<file path="src/rtl/sfn_pkg.sv">
/*
  Package for the packed floating-point exception and NaN-result unit:
  control/status register map, flag positions, operation codes and the
  fixed result patterns.
  Assumes a 32-bit register port and a 128-bit operand datapath.
*/
package sfn_pkg;
  // Register map (byte addresses)
  localparam logic [3:0]  SFN_ADDR_CSR   = 4'h0;
  localparam int          SFN_AW         = 4;
  // Flag and mask positions inside the control/status register
  localparam int          SFN_FLAG_LSB   = 0;
  localparam int          SFN_MASK_LSB   = 8;
  localparam int          SFN_NEXC       = 6;
  localparam int          SFN_F_INV      = 0;
  localparam int          SFN_F_DEN      = 1;
  localparam int          SFN_F_DZ       = 2;
  localparam int          SFN_F_OVF      = 3;
  localparam int          SFN_F_UNF      = 4;
  localparam int          SFN_F_INX      = 5;
  // Reset values: all flags clear, all exceptions masked
  localparam logic [5:0]  SFN_FLAG_RST   = 6'h00;
  localparam logic [5:0]  SFN_MASK_RST   = 6'h3f;
  // Lanes and timing
  localparam int          SFN_LANES      = 4;
  localparam int          SFN_LATENCY    = 1;
  // Exception vector raised for unmasked conditions
  localparam logic [7:0]  SFN_EXC_VECTOR = 8'h13;
  // Result patterns
  localparam logic [31:0] SFN_INDEF_S    = 32'hffc00000;
  localparam logic [63:0] SFN_INDEF_D    = 64'h00fff80000000000;
  localparam logic [31:0] SFN_QUIET_S    = 32'h00400000;
  localparam logic [63:0] SFN_QUIET_D    = 64'h0008000000000000;
  localparam logic [31:0] SFN_INT_INDEF  = 32'h80000000;

  // Operation codes
  typedef enum logic [2:0] {
    SFN_OP_ADD    = 3'b000,
    SFN_OP_SUB    = 3'b001,
    SFN_OP_MUL    = 3'b010,
    SFN_OP_DIV    = 3'b011,
    SFN_OP_ADDSUB = 3'b100,
    SFN_OP_HADD   = 3'b101,
    SFN_OP_HSUB   = 3'b110
  } sfn_op_t;
endpackage

</file>
<file path="src/rtl/sfn_nan_unit.sv">
/*
  Exception detection and NaN-result selection for packed and scalar
  add, subtract, multiply, divide and horizontal add/subtract.
  Assumes the arithmetic datapath presents its raw per-lane result and
  its post-computation overflow/underflow/inexact per lane in the same
  cycle as the operands, with operand pairs already arranged per lane.
*/
`timescale 1ns/1ps

// Operation
// - six exception conditions, each flag and mask
// - invalid, zero-divide, denormal checked before compute
// - overflow, underflow, inexact checked after compute
// - masked condition gives defined result, no exception
// - mixed masked and unmasked: no masked results
// - unmasked exception writes no result
// - masked exception result plus status flag
// - NaN handling precedes non-invalid exceptions
// - single indefinite is ffc00000
// - double indefinite taken as printed
// - integer indefinite is 80000000
// - non-exceptional cases identical masked or unmasked
// - signaling NaN quieted, first NaN wins
// - two quiet NaNs return the first
// - quiet NaN with real returns quiet NaN
// - invalid arithmetic gives precision indefinite
// - up to four lanes checked separately
// - packed flags are OR of lanes
// - unmasked exception raised at once, vector 19
// - old flag never raises on unmask
module sfn_nan_unit
  import sfn_pkg::*;
(
  // Clock and reset
  input  wire logic               clock,
  input  wire logic               rst,
  // Register port
  input  wire logic [SFN_AW-1:0]  reg_addr,
  input  wire logic [31:0]        reg_wdata,
  input  wire logic               reg_wr,
  input  wire logic               reg_rd,
  output logic      [31:0]        reg_rdata,
  // Operation request
  input  wire logic               op_valid,
  input  wire logic [2:0]         op_code,
  input  wire logic               op_double,
  input  wire logic               op_packed,
  input  wire logic [127:0]       opd_a,
  input  wire logic [127:0]       opd_b,
  // Arithmetic datapath results
  input  wire logic [127:0]       arith_result,
  input  wire logic [3:0]         arith_ovf,
  input  wire logic [3:0]         arith_unf,
  input  wire logic [3:0]         arith_inx,
  // Result and exception
  output logic                    res_valid,
  output logic                    res_write,
  output logic      [127:0]       res_data,
  output logic      [5:0]         res_detect,
  output logic                    exc_raise,
  output logic      [7:0]         simd_fp_exception_vector,
  // Conversion helper
  output logic      [31:0]        int_indefinite
);

  // Operand class: {nan, signaling, inf, zero, denormal, sign}
  function automatic logic [5:0] classify(input logic dbl, input logic [63:0] x);
    logic e1;
    logic e0;
    logic m0;
    logic mq;
    logic s;
    begin
      e1 = dbl ? (&x[62:52]) : (&x[30:23]);
      e0 = dbl ? ~(|x[62:52]) : ~(|x[30:23]);
      m0 = dbl ? ~(|x[51:0]) : ~(|x[22:0]);
      mq = dbl ? x[51] : x[22];
      s  = dbl ? x[63] : x[31];
      classify = {e1 & ~m0, e1 & ~m0 & ~mq, e1 & m0, e0 & m0, e0 & ~m0, s};
    end
  endfunction

  // One lane: returns {flags[5:0], nan_result, value[63:0]}
  function automatic logic [70:0] lane_eval(
    input logic       dbl,
    input logic [63:0] a,
    input logic [63:0] b,
    input logic [2:0] op,
    input logic       odd,
    input logic [2:0] trp
  );
    logic [5:0]  ca;
    logic [5:0]  cb;
    logic        sub;
    logic        addl;
    logic        anyn;
    logic        inv_ar;
    logic        dz;
    logic        den;
    logic [2:0]  tg;
    logic [63:0] v;
    logic [63:0] qb;
    begin
      ca   = classify(dbl, a);
      cb   = classify(dbl, b);
      sub  = (op == SFN_OP_SUB) || (op == SFN_OP_HSUB) || ((op == SFN_OP_ADDSUB) && !odd);
      addl = (op != SFN_OP_MUL) && (op != SFN_OP_DIV);
      anyn = ca[5] | cb[5];
      qb   = dbl ? SFN_QUIET_D : {32'h0, SFN_QUIET_S};
      // Invalid arithmetic on non-NaN operands
      inv_ar = !anyn && ((addl && ca[3] && cb[3] && (ca[0] ^ cb[0] ^ sub)) ||
               ((op == SFN_OP_MUL) && ((ca[3] && cb[2]) || (ca[2] && cb[3]))) ||
               ((op == SFN_OP_DIV) && ((ca[3] && cb[3]) || (ca[2] && cb[2]))));
      dz  = !anyn && (op == SFN_OP_DIV) && cb[2] && !ca[2] && !ca[3];
      den = !anyn && (ca[1] | cb[1]);
      // NaN or invalid lanes never reach the post-computation checks
      tg  = (anyn | inv_ar | dz) ? 3'b000 : trp;
      if (ca[5] && ca[4]) begin
        v = a | qb;
      end else if (ca[5]) begin
        v = a;
      end else if (cb[5] && cb[4]) begin
        v = b | qb;
      end else if (cb[5]) begin
        v = b;
      end else if (dbl) begin
        v = SFN_INDEF_D;
      end else begin
        v = {32'h0, SFN_INDEF_S};
      end
      // Quiet-only NaN cases raise nothing
      lane_eval = {tg, dz, den, (ca[4] | cb[4] | inv_ar), (anyn | inv_ar), v};
    end
  endfunction

  // Per-lane evaluation
  logic [70:0]  lane_out [SFN_LANES];
  logic [5:0]   cls_a    [SFN_LANES];
  logic [5:0]   cls_b    [SFN_LANES];
  logic [3:0]   lane_act;
  logic [127:0] lane_val;

  genvar gi;
  generate
    for (gi = 0; gi < SFN_LANES; gi++) begin : g_lane
      logic [63:0] la;
      logic [63:0] lb;
      logic [63:0] lr;
      // Lane slices by precision; double uses lanes 0 and 1 only
      always_comb begin
        if (op_double && (gi < 2)) begin
          la = opd_a[64*gi +: 64];
          lb = opd_b[64*gi +: 64];
          lr = arith_result[64*gi +: 64];
        end else begin
          la = {32'h0, opd_a[32*gi +: 32]};
          lb = {32'h0, opd_b[32*gi +: 32]};
          lr = {32'h0, arith_result[32*gi +: 32]};
        end
        lane_act[gi] = op_packed ? (!op_double || (gi < 2)) : (gi == 0);
        lane_out[gi] = lane_eval(op_double, la, lb, op_code, ((gi % 2) == 1),
                                 {arith_inx[gi], arith_unf[gi], arith_ovf[gi]});
        cls_a[gi]    = classify(op_double, la);
        cls_b[gi]    = classify(op_double, lb);
        // Masked result: NaN or indefinite wins over the raw result
        if (lane_out[gi][64]) begin
          lane_val[32*gi +: 32] = op_double ? lane_out[gi][31:0] : lane_out[gi][31:0];
        end else begin
          lane_val[32*gi +: 32] = lr[31:0];
        end
      end
    end
  endgenerate

  // Combine lanes, decide on the exception, assemble the result
  logic [5:0]   det_fault;
  logic [5:0]   det_trap;
  logic [5:0]   det;
  logic         raise;
  logic [127:0] masked_data;
  logic [5:0]   mask_q;
  logic [5:0]   flags_q;
  always_comb begin
    det_fault = 6'h00;
    det_trap  = 6'h00;
    for (int i = 0; i < SFN_LANES; i++) begin
      if (lane_act[i]) begin
        det_fault = det_fault | {3'b000, lane_out[i][67:65]};
        det_trap  = det_trap | {lane_out[i][70:68], 3'b000};
      end
    end
    // An unmasked fault stops the computation, so no trap is seen
    det   = (|(det_fault & ~mask_q)) ? det_fault : (det_fault | det_trap);
    raise = |(det & ~mask_q);
    masked_data = opd_a;
    if (op_double) begin
      for (int j = 0; j < 2; j++) begin
        if (lane_act[j]) begin
          masked_data[64*j +: 64] = lane_out[j][64] ? lane_out[j][63:0]
                                                    : arith_result[64*j +: 64];
        end
      end
    end else begin
      for (int j = 0; j < SFN_LANES; j++) begin
        if (lane_act[j]) begin
          masked_data[32*j +: 32] = lane_val[32*j +: 32];
        end
      end
    end
  end

  // Result stage
  logic         res_valid_q, res_valid_d;
  logic         res_write_q, res_write_d;
  logic         exc_q, exc_d;
  logic [127:0] res_data_q, res_data_d;
  logic [5:0]   det_q, det_d;
  logic [7:0]   vec_q, vec_d;
  always_comb begin
    res_valid_d = op_valid;
    res_write_d = op_valid && !raise;
    exc_d       = op_valid && raise;
    det_d       = op_valid ? det : 6'h00;
    vec_d       = (op_valid && raise) ? SFN_EXC_VECTOR : 8'h00;
    // Unmasked: destination keeps its original value
    res_data_d  = (op_valid && !raise) ? masked_data : opd_a;
  end
  always_ff @(posedge clock or posedge rst) begin
    if (rst) begin
      res_valid_q <= 1'b0;
      res_write_q <= 1'b0;
      exc_q       <= 1'b0;
      det_q       <= 6'h00;
      vec_q       <= 8'h00;
      res_data_q  <= 128'h0;
    end else begin
      res_valid_q <= res_valid_d;
      res_write_q <= res_write_d;
      exc_q       <= exc_d;
      det_q       <= det_d;
      vec_q       <= vec_d;
      res_data_q  <= res_data_d;
    end
  end

  // Control/status register: sticky flags, masks, read port
  logic [5:0]  mask_d;
  logic [5:0]  flags_d;
  logic [31:0] rdata_q, rdata_d;
  logic        csr_wr;
  always_comb begin
    csr_wr  = reg_wr && (reg_addr == SFN_ADDR_CSR);
    mask_d  = csr_wr ? reg_wdata[SFN_MASK_LSB +: SFN_NEXC] : mask_q;
    flags_d = csr_wr ? reg_wdata[SFN_FLAG_LSB +: SFN_NEXC] : flags_q;
    // A detection in the clearing cycle still sets the flag
    flags_d = flags_d | (op_valid ? det : 6'h00);
    rdata_d = 32'h0;
    if (reg_rd && (reg_addr == SFN_ADDR_CSR)) begin
      rdata_d[SFN_FLAG_LSB +: SFN_NEXC] = flags_q;
      rdata_d[SFN_MASK_LSB +: SFN_NEXC] = mask_q;
    end
  end
  always_ff @(posedge clock or posedge rst) begin
    if (rst) begin
      mask_q  <= SFN_MASK_RST;
      flags_q <= SFN_FLAG_RST;
      rdata_q <= 32'h0;
    end else begin
      mask_q  <= mask_d;
      flags_q <= flags_d;
      rdata_q <= rdata_d;
    end
  end

  // Outputs
  assign reg_rdata                = rdata_q;
  assign res_valid                = res_valid_q;
  assign res_write                = res_write_q;
  assign res_data                 = res_data_q;
  assign res_detect               = det_q;
  assign exc_raise                = exc_q;
  assign simd_fp_exception_vector = vec_q;
  assign int_indefinite           = SFN_INT_INDEF;
endmodule

</file>
<file path="config.mk">
export PLATFORM = sky130hd
export DESIGN_NAME = sfn_nan_unit
export DESIGN_NICKNAME = d
export VERILOG_FILES = /design/src/rtl/sfn_pkg.sv /design/src/rtl/sfn_nan_unit.sv
export SDC_FILE = /design/constraint.sdc
export NUM_CORES = 1
export LEC_CHECK = 0
export BUFFER_PORTS_ARGS = -buffer_cell sky130_fd_sc_hd__buf_2
export CORE_AREA = 2 2 255 257
export CTS_BUF_LIST = sky130_fd_sc_hd__clkbuf_8
export CTS_CLUSTER_DIAMETER = 30
export DETAILED_ROUTE_END_ITERATION = 16
export DIE_AREA = 0 0 257 259
export GPL_ROUTABILITY_DRIVEN = 0
export GPL_TIMING_DRIVEN = 0
export SETUP_SLACK_MARGIN = 0.5
export SLEW_MARGIN = 30
export SYNTH_ARGS = -nofsm -noshare
export SYNTH_HDL_FRONTEND = slang
export SYNTH_SLANG_ARGS = --single-unit
</file>
<file path="constraint.sdc">
create_clock -name clock -period 11.7 [get_ports clock]
set_clock_uncertainty 0.2 [all_clocks]
set_input_delay 3.51 -clock clock [delete_from_list [all_inputs] [get_ports clock]]
set_output_delay 3.51 -clock clock [all_outputs]
set_load 0.03 [all_outputs]
</file>
=== Word level (Yosys, flattened, before mapping) ===
Cells that the tools add are included.

* Equality and inequality tests: 7
* Mux-type cells: 92
* Bitwise operators: 135
* Reduce and logical (&&, ||, !) cells: 148

{| class="wikitable"
|+ Operators by type and width
! cell !! count
|-
| two-way mux 64 bit || 15
|-
| two-way mux 32 bit || 15
|-
| two-way mux 128 bit || 2
|-
| bitwise OR 64 x 52 -> 64 bit || 4
|-
| OR reduction 52 bit || 4
|-
| OR reduction 23 bit || 8
|-
| bitwise OR 32 bit || 4
|-
| OR reduction 32 bit || 4
|-
| logical AND 1 bit || 73
|-
| AND reduction 8 bit || 8
|-
| OR reduction 8 bit || 8
|-
| two-way mux 6 bit || 10
|-
| two-way mux 56 bit || 1
|-
| two-way mux 52 bit || 1
|-
| inverter 1 bit || 44
|-
| AND reduction 11 bit || 4
|-
| OR reduction 11 bit || 4
|-
| two-way mux 1 bit || 42
|-
| bitwise AND 1 bit || 40
|-
| bitwise OR 6 bit || 5
|-
| bitwise OR 1 bit || 24
|-
| logical OR 1 bit || 18
|-
| two-way mux 3 bit || 5
|-
| logical NOT 1 bit || 14
|-
| other kinds (12) || 25
|}

* Register bits: 166
* Output and inout port bits: 209

=== Longest topological paths before layout ===
* Depth after elaboration: 27
* Depth in mapped cells: 20

=== Least setup slack after synthesis ===
Ideal clock, no wire load.

* Path type: input-to-reg
* Start: input op_double
* End: register res_data_q[28] (netlist: res_data[28])
* Library setup time: 128 ps
* Data arrival time: 6845 ps
* Data required time: 11372 ps
* Setup slack: 4528 ps
* Stages on the path: 11
* Path buffers: 2
* Cells stage by stage: mux2_2 > or4_4 > or3_1 > clkbuf_1 > a211o_1 > a21boi_1 > a211oi_1 > o221ai_2 > nor3_4 > buf_4 > mux2_1

* Word-level cells in the longest chain between the ends: 27
* Elaborated cells between the ends (all ways): 287

{| class="wikitable"
|+ Ends and longest elaborated chain
! item !! RTL line !! source
|-
| from (decl) || sfn_nan_unit.sv:46 || <nowiki>input wire logic op_double,</nowiki>
|-
| two-way mux 64 bit || sfn_nan_unit.sv:151 || <nowiki>if (op_double && (gi < 2)) begin</nowiki>
|-
| OR reduction 52 bit (tied with other cells) || - ||
|-
| inverter 1 bit || - ||
|-
| two-way mux 1 bit || - ||
|-
| bitwise AND 1 bit / inverter 1 bit (equally long branches) || - ||
|-
| logical AND 1 bit (tied with other cells) (3 in a row) || sfn_nan_unit.sv:111 || <nowiki>inv_ar = !anyn && ((addl && ca[3] && cb[3] && (ca[0] ^ cb[0] ^ sub)) ||</nowiki>
|-
| logical OR 1 bit / logical AND 1 bit (equally long branches) || sfn_nan_unit.sv:111, sfn_nan_unit.sv:114 ||
|-
| logical OR 1 bit / logical AND 1 bit (equally long branches) || sfn_nan_unit.sv:112, sfn_nan_unit.sv:114 ||
|-
| [... 10 more ...] || - ||
|-
| bitwise OR 6 bit || sfn_nan_unit.sv:193 || <nowiki>det = (|(det_fault & ~mask_q)) ? det_fault : (det_fault | det_trap);</nowiki>
|-
| two-way mux 6 bit || sfn_nan_unit.sv:193 ||
|-
| bitwise AND 6 bit || sfn_nan_unit.sv:194 || <nowiki>raise = |(det & ~mask_q);</nowiki>
|-
| OR reduction 6 bit || sfn_nan_unit.sv:194 ||
|-
| logical NOT 1 bit || sfn_nan_unit.sv:226 || <nowiki>res_data_d = (op_valid && !raise) ? masked_data : opd_a;</nowiki>
|-
| logical AND 1 bit || sfn_nan_unit.sv:226 ||
|-
| two-way mux 128 bit * || sfn_nan_unit.sv:226 ||
|-
| named net res_data_d[28] || sfn_nan_unit.sv:216 || <nowiki>logic [127:0] res_data_q, res_data_d;</nowiki>
|-
| to (signal assigned) || sfn_nan_unit.sv:242 || <nowiki>res_data_q <= res_data_d;</nowiki>
|-
| to (decl) || sfn_nan_unit.sv:216 ||
|}

Mark *: on every way through the listed nets, which the timed path passes. The rest lies on a longest branch.
A chain may end at the register's enable or synchronous reset.

=== Worst setup path in the final report ===
* Start: input op_double
* End: register res_data_q[4] (netlist: res_data[4])

The elaborated chain is that of the path after synthesis.

==> results.py <==
metrics = {
    "outcome": {
        "status": "finished, final reports clean",
    },
    "synthesis": {
        "yosys.area_share.simple_pct": 24.7,
        "synth-seq-cells": 161,
        "synth-main-ff-cell": "dfrtp_1",
        "ys_warn_count": 0,
        "synth_area_um2": 13200,
        "syn_avg_cell_area_um2": 7.89,
        "synth.distinct_cells": 87,
        "yosysSeqAreaShare_pct": 30.7,
        "syn_inst": 1668,
        "synth_top_area_share_pct": 29.5,
        "synth_compound_area_share_pct": 29.4,
        "synthDominantAreaCellType": "dfrtp_1",
        "synth.area.top_cells": "dfrtp_1 29%, nand2_1 6.0%, mux2i_1 4.6%",
        "async_flop_share_pct": 100,
        "synth_top_family_by_area": "compound AO/OA/AOI/OAI gates",
        "synth_edf_count": 0,
        "synth_mux_area_share_pct": 6.98,
        "synthAdderAreaFrac_pct": 0,
        "synth-xor-area-share_pct": 0.333,
    },
    "critical_path": {
        "start_kind": "input pin",
        "critPathMaxFanout": 10,
        "crit_required_ns": 11.95,
        "crit_type": "input pin to flip-flop",
        "cp_data_arrival_time_ns": 9.13,
        "end_kind": "flip-flop",
    },
    "power_and_ir_drop": {
        "switching_power_w": 0.000700,
        "total_power_w": 0.00176,
        "pwr-share-comb_pct": 33.6,
        "peakVddDrop_mv": 0.0876,
        "seqPwrFrac_pct": 35.6,
        "leakagePower_nw": 8.06,
        "power_switching_share_pct": 39.8,
        "power.density_nw_per_um2": 97.7,
        "p_clk_share_pct": 30.8,
        "intPower_w": 0.00106,
    },
    "sta": {
        "tns_ns": 0,
        "setup-violations-final": 0,
        "slew_viol_final": 0,
        "finalCriticalPeriod_ns": 8.89,
        "max_freq_mhz": 113,
        "hold_viol": 0,
        "finalCritPeriodShare_pct": 76.0,
        "slew_headroom_pct": 28.3,
        "worst_pin_slew_ns": 1.08,
        "grt_setup_unrepaired": "false",
    },
    "final_layout": {
        "instances_no_fill": 3204,
        "num-nets-final": 2761,
        "multi_input_area_um2": 8370,
        "area_delta_synth_final_pct": 36.6,
        "drive_above_1_share_pct": 32.8,
        "fillCellCount": 7132,
        "regArea_um2": 4040,
        "utilization_pct": 28.2,
        "final_common_cell": "buf_2",
        "final_cell_mix": "584 x buf_2, 211 x nand2_1, 155 x dfrtp_1",
    },
    "floorplanning": {
        "die_height_um": 259,
        "io_pins": 651,
        "dieArea_um2": 66600,
        "start_util_pct": 20.6,
        "rows": 93,
        "die_w_um": 257,
        "coreArea_um2": 63900,
    },
    "clocking": {
        "path_clk_slew_ns": 0.10,
        "cts_tree": "yes",
        "hold_buffers": 0,
        "clk_latency_ns": 0.59,
        "cts_buffer_depth": 2,
        "post_cts_buffers": 0,
        "cts_root_buffer": "clkbuf_8",
        "cts_num_sinks": 161,
        "ctsResizeCount": 0,
        "numCtsBuffers": 17,
        "cts_htree_levels": 4,
    },
    "placed_design": {
        "hpwl_um": 78700,
        "io_buffers": 572,
        "dpl.cell_count": 3153,
    },
    "flow_run": {
        "drv_cap": 0,
    },
    "global_routing": {
        "grt_pass1_vias": 16900,
        "grt_use_total_pct": 27.3,
        "grt-ovfl-total": 0,
        "antenna_found_initial": 32,
        "grt_max_degree": 77,
        "grt_pass1_wl_um": 128000,
    },
    "routing": {
        "ant_nets": 0,
        "vias": 17700,
        "drt_pass1_iterations": 6,
        "drt_iter0_drc": 2015,
        "drt_wl_total_um": 95000,
        "drc": 0,
        "via_per_inst": 5.53,
        "routedWlPerCell_um": 29.6,
    },
    "hold_path": {
        "hold_class": "flip-flop to flip-flop",
    },
}
metrics by stage:
stage / setup slack (ns) / hold slack (ns) / area, µm²
detailed placement: 2.21 / 0.268 / 17400
CTS: 2.85 / 0.292 / 17900
floorplan: 3.65 / 0.250 / 13400
global route: 2.67 / 0.304 / 18000
global placement: 0.895 / 0.262 / 17300
finish: 2.81 / 0.288 / 18000
registers in the layout (all words and copies together) (netlist names):
signal,cells
res_data,128
reg_rdata,12
flags_q,6
mask_q,6
res_detect,6
res_valid,1
res_write,1
simd_fp_exception_vector,1
routing by layer:
layer	vias up	GRT usage [%]	part of all wire (%)
met3	306	6.66	9.7
met2	1422	46.9	48
met5	-	0	0.13
met4	20	15.1	6.0
li1	7633	-	-
met1	8347	31.2	37
kinds of logic after synthesis:
kind of cell / after synthesis
flops: 161
other cells: 2
buf+inv: 193
compound gates: 548
xor+xnor: 5
simple gates: 671
mux: 88
area by class of cell:
class / count / area share, %
plain buffers: 183 / 5.56
repair buffers: 577 / 16.4
inverters: 10 / 0.257
clock buffers: 17 / 1.30
flip-flops and latches: 161 / 22.4
well taps: 855 / 5.95
diodes: 17 / 0.236
clock inverters: 15 / 1.37
multi-input cells: 1369 / 46.5
final timing paths:
check                      cells past startpoint                      to  slack (ns)                   from
max                                           17   res_data[4]$_DFF_PP0_        2.81              op_double
min                                            1    flags_q[1]$_DFF_PP0_        0.29   flags_q[1]$_DFF_PP0_
max reg2reg                                    7   res_data[4]$_DFF_PP0_        8.28  mask_q[0]$_DFFE_PP1P_
min reg2reg                                    1    flags_q[1]$_DFF_PP0_        0.29   flags_q[1]$_DFF_PP0_
max in group asynchronous                      4   mask_q[0]$_DFFE_PP1P_        7.57                    rst
min in group asynchronous                      2  res_data[47]$_DFF_PP0_        2.69                    rst
power groups by stage:
stage | logic [W] | clock network (W) | registers, W
3_3_place_gp | 0.000575 | 0 | 0.000637
6_report | 0.000590 | 0.000542 | 0.000625
2_1_floorplan | 0.000228 | 0 | 0.000711
4_1_cts | 0.000582 | 0.000560 | 0.000626
5_1_grt | 0.000618 | 0.000579 | 0.000630
3_5_place_dp | 0.000581 | 0 | 0.000636
worst max-delay path, cell delays in order:
cell and delay, ns:
buf_2 0.14, buf_6 0.16, buf_6 0.17, buf_2 0.27, buf_2 0.30, nand2_1 0.16
nand4_1 0.31, o21ai_1 0.87, o221ai_1 0.22, o41ai_1 0.48, a31oi_1 0.15, a21oi_1 0.57
nand2_1 0.54, nor3_4 0.60, buf_4 0.31, buf_4 0.21, a31oi_1 0.15
synthesized netlist by cell type (8+ instances only):
library cell	count
o221ai_1	12
nand3_1	64
o21ai_0	74
nor2_1	142
o22a_1	13
a221oi_1	15
or3_1	13
a22oi_1	23
buf_2	11
and3_1	24
a211oi_1	26
o221a_2	8
mux2_2	18
a22o_1	48
nand4_1	39
o211ai_1	48
a31oi_1	36
mux2i_1	60
nor3_1	56
o22ai_1	48
a21o_1	14
clkbuf_1	86
a21oi_1	84
o31ai_1	17
buf_1	12
or2_2	8
nor4_1	59
o21ai_1	9
mux2_1	9
nand2_1	211
o32ai_1	9
dfrtp_1	155
buf_4	69
inv_1	9
Power figures use the tool's default switching activity.
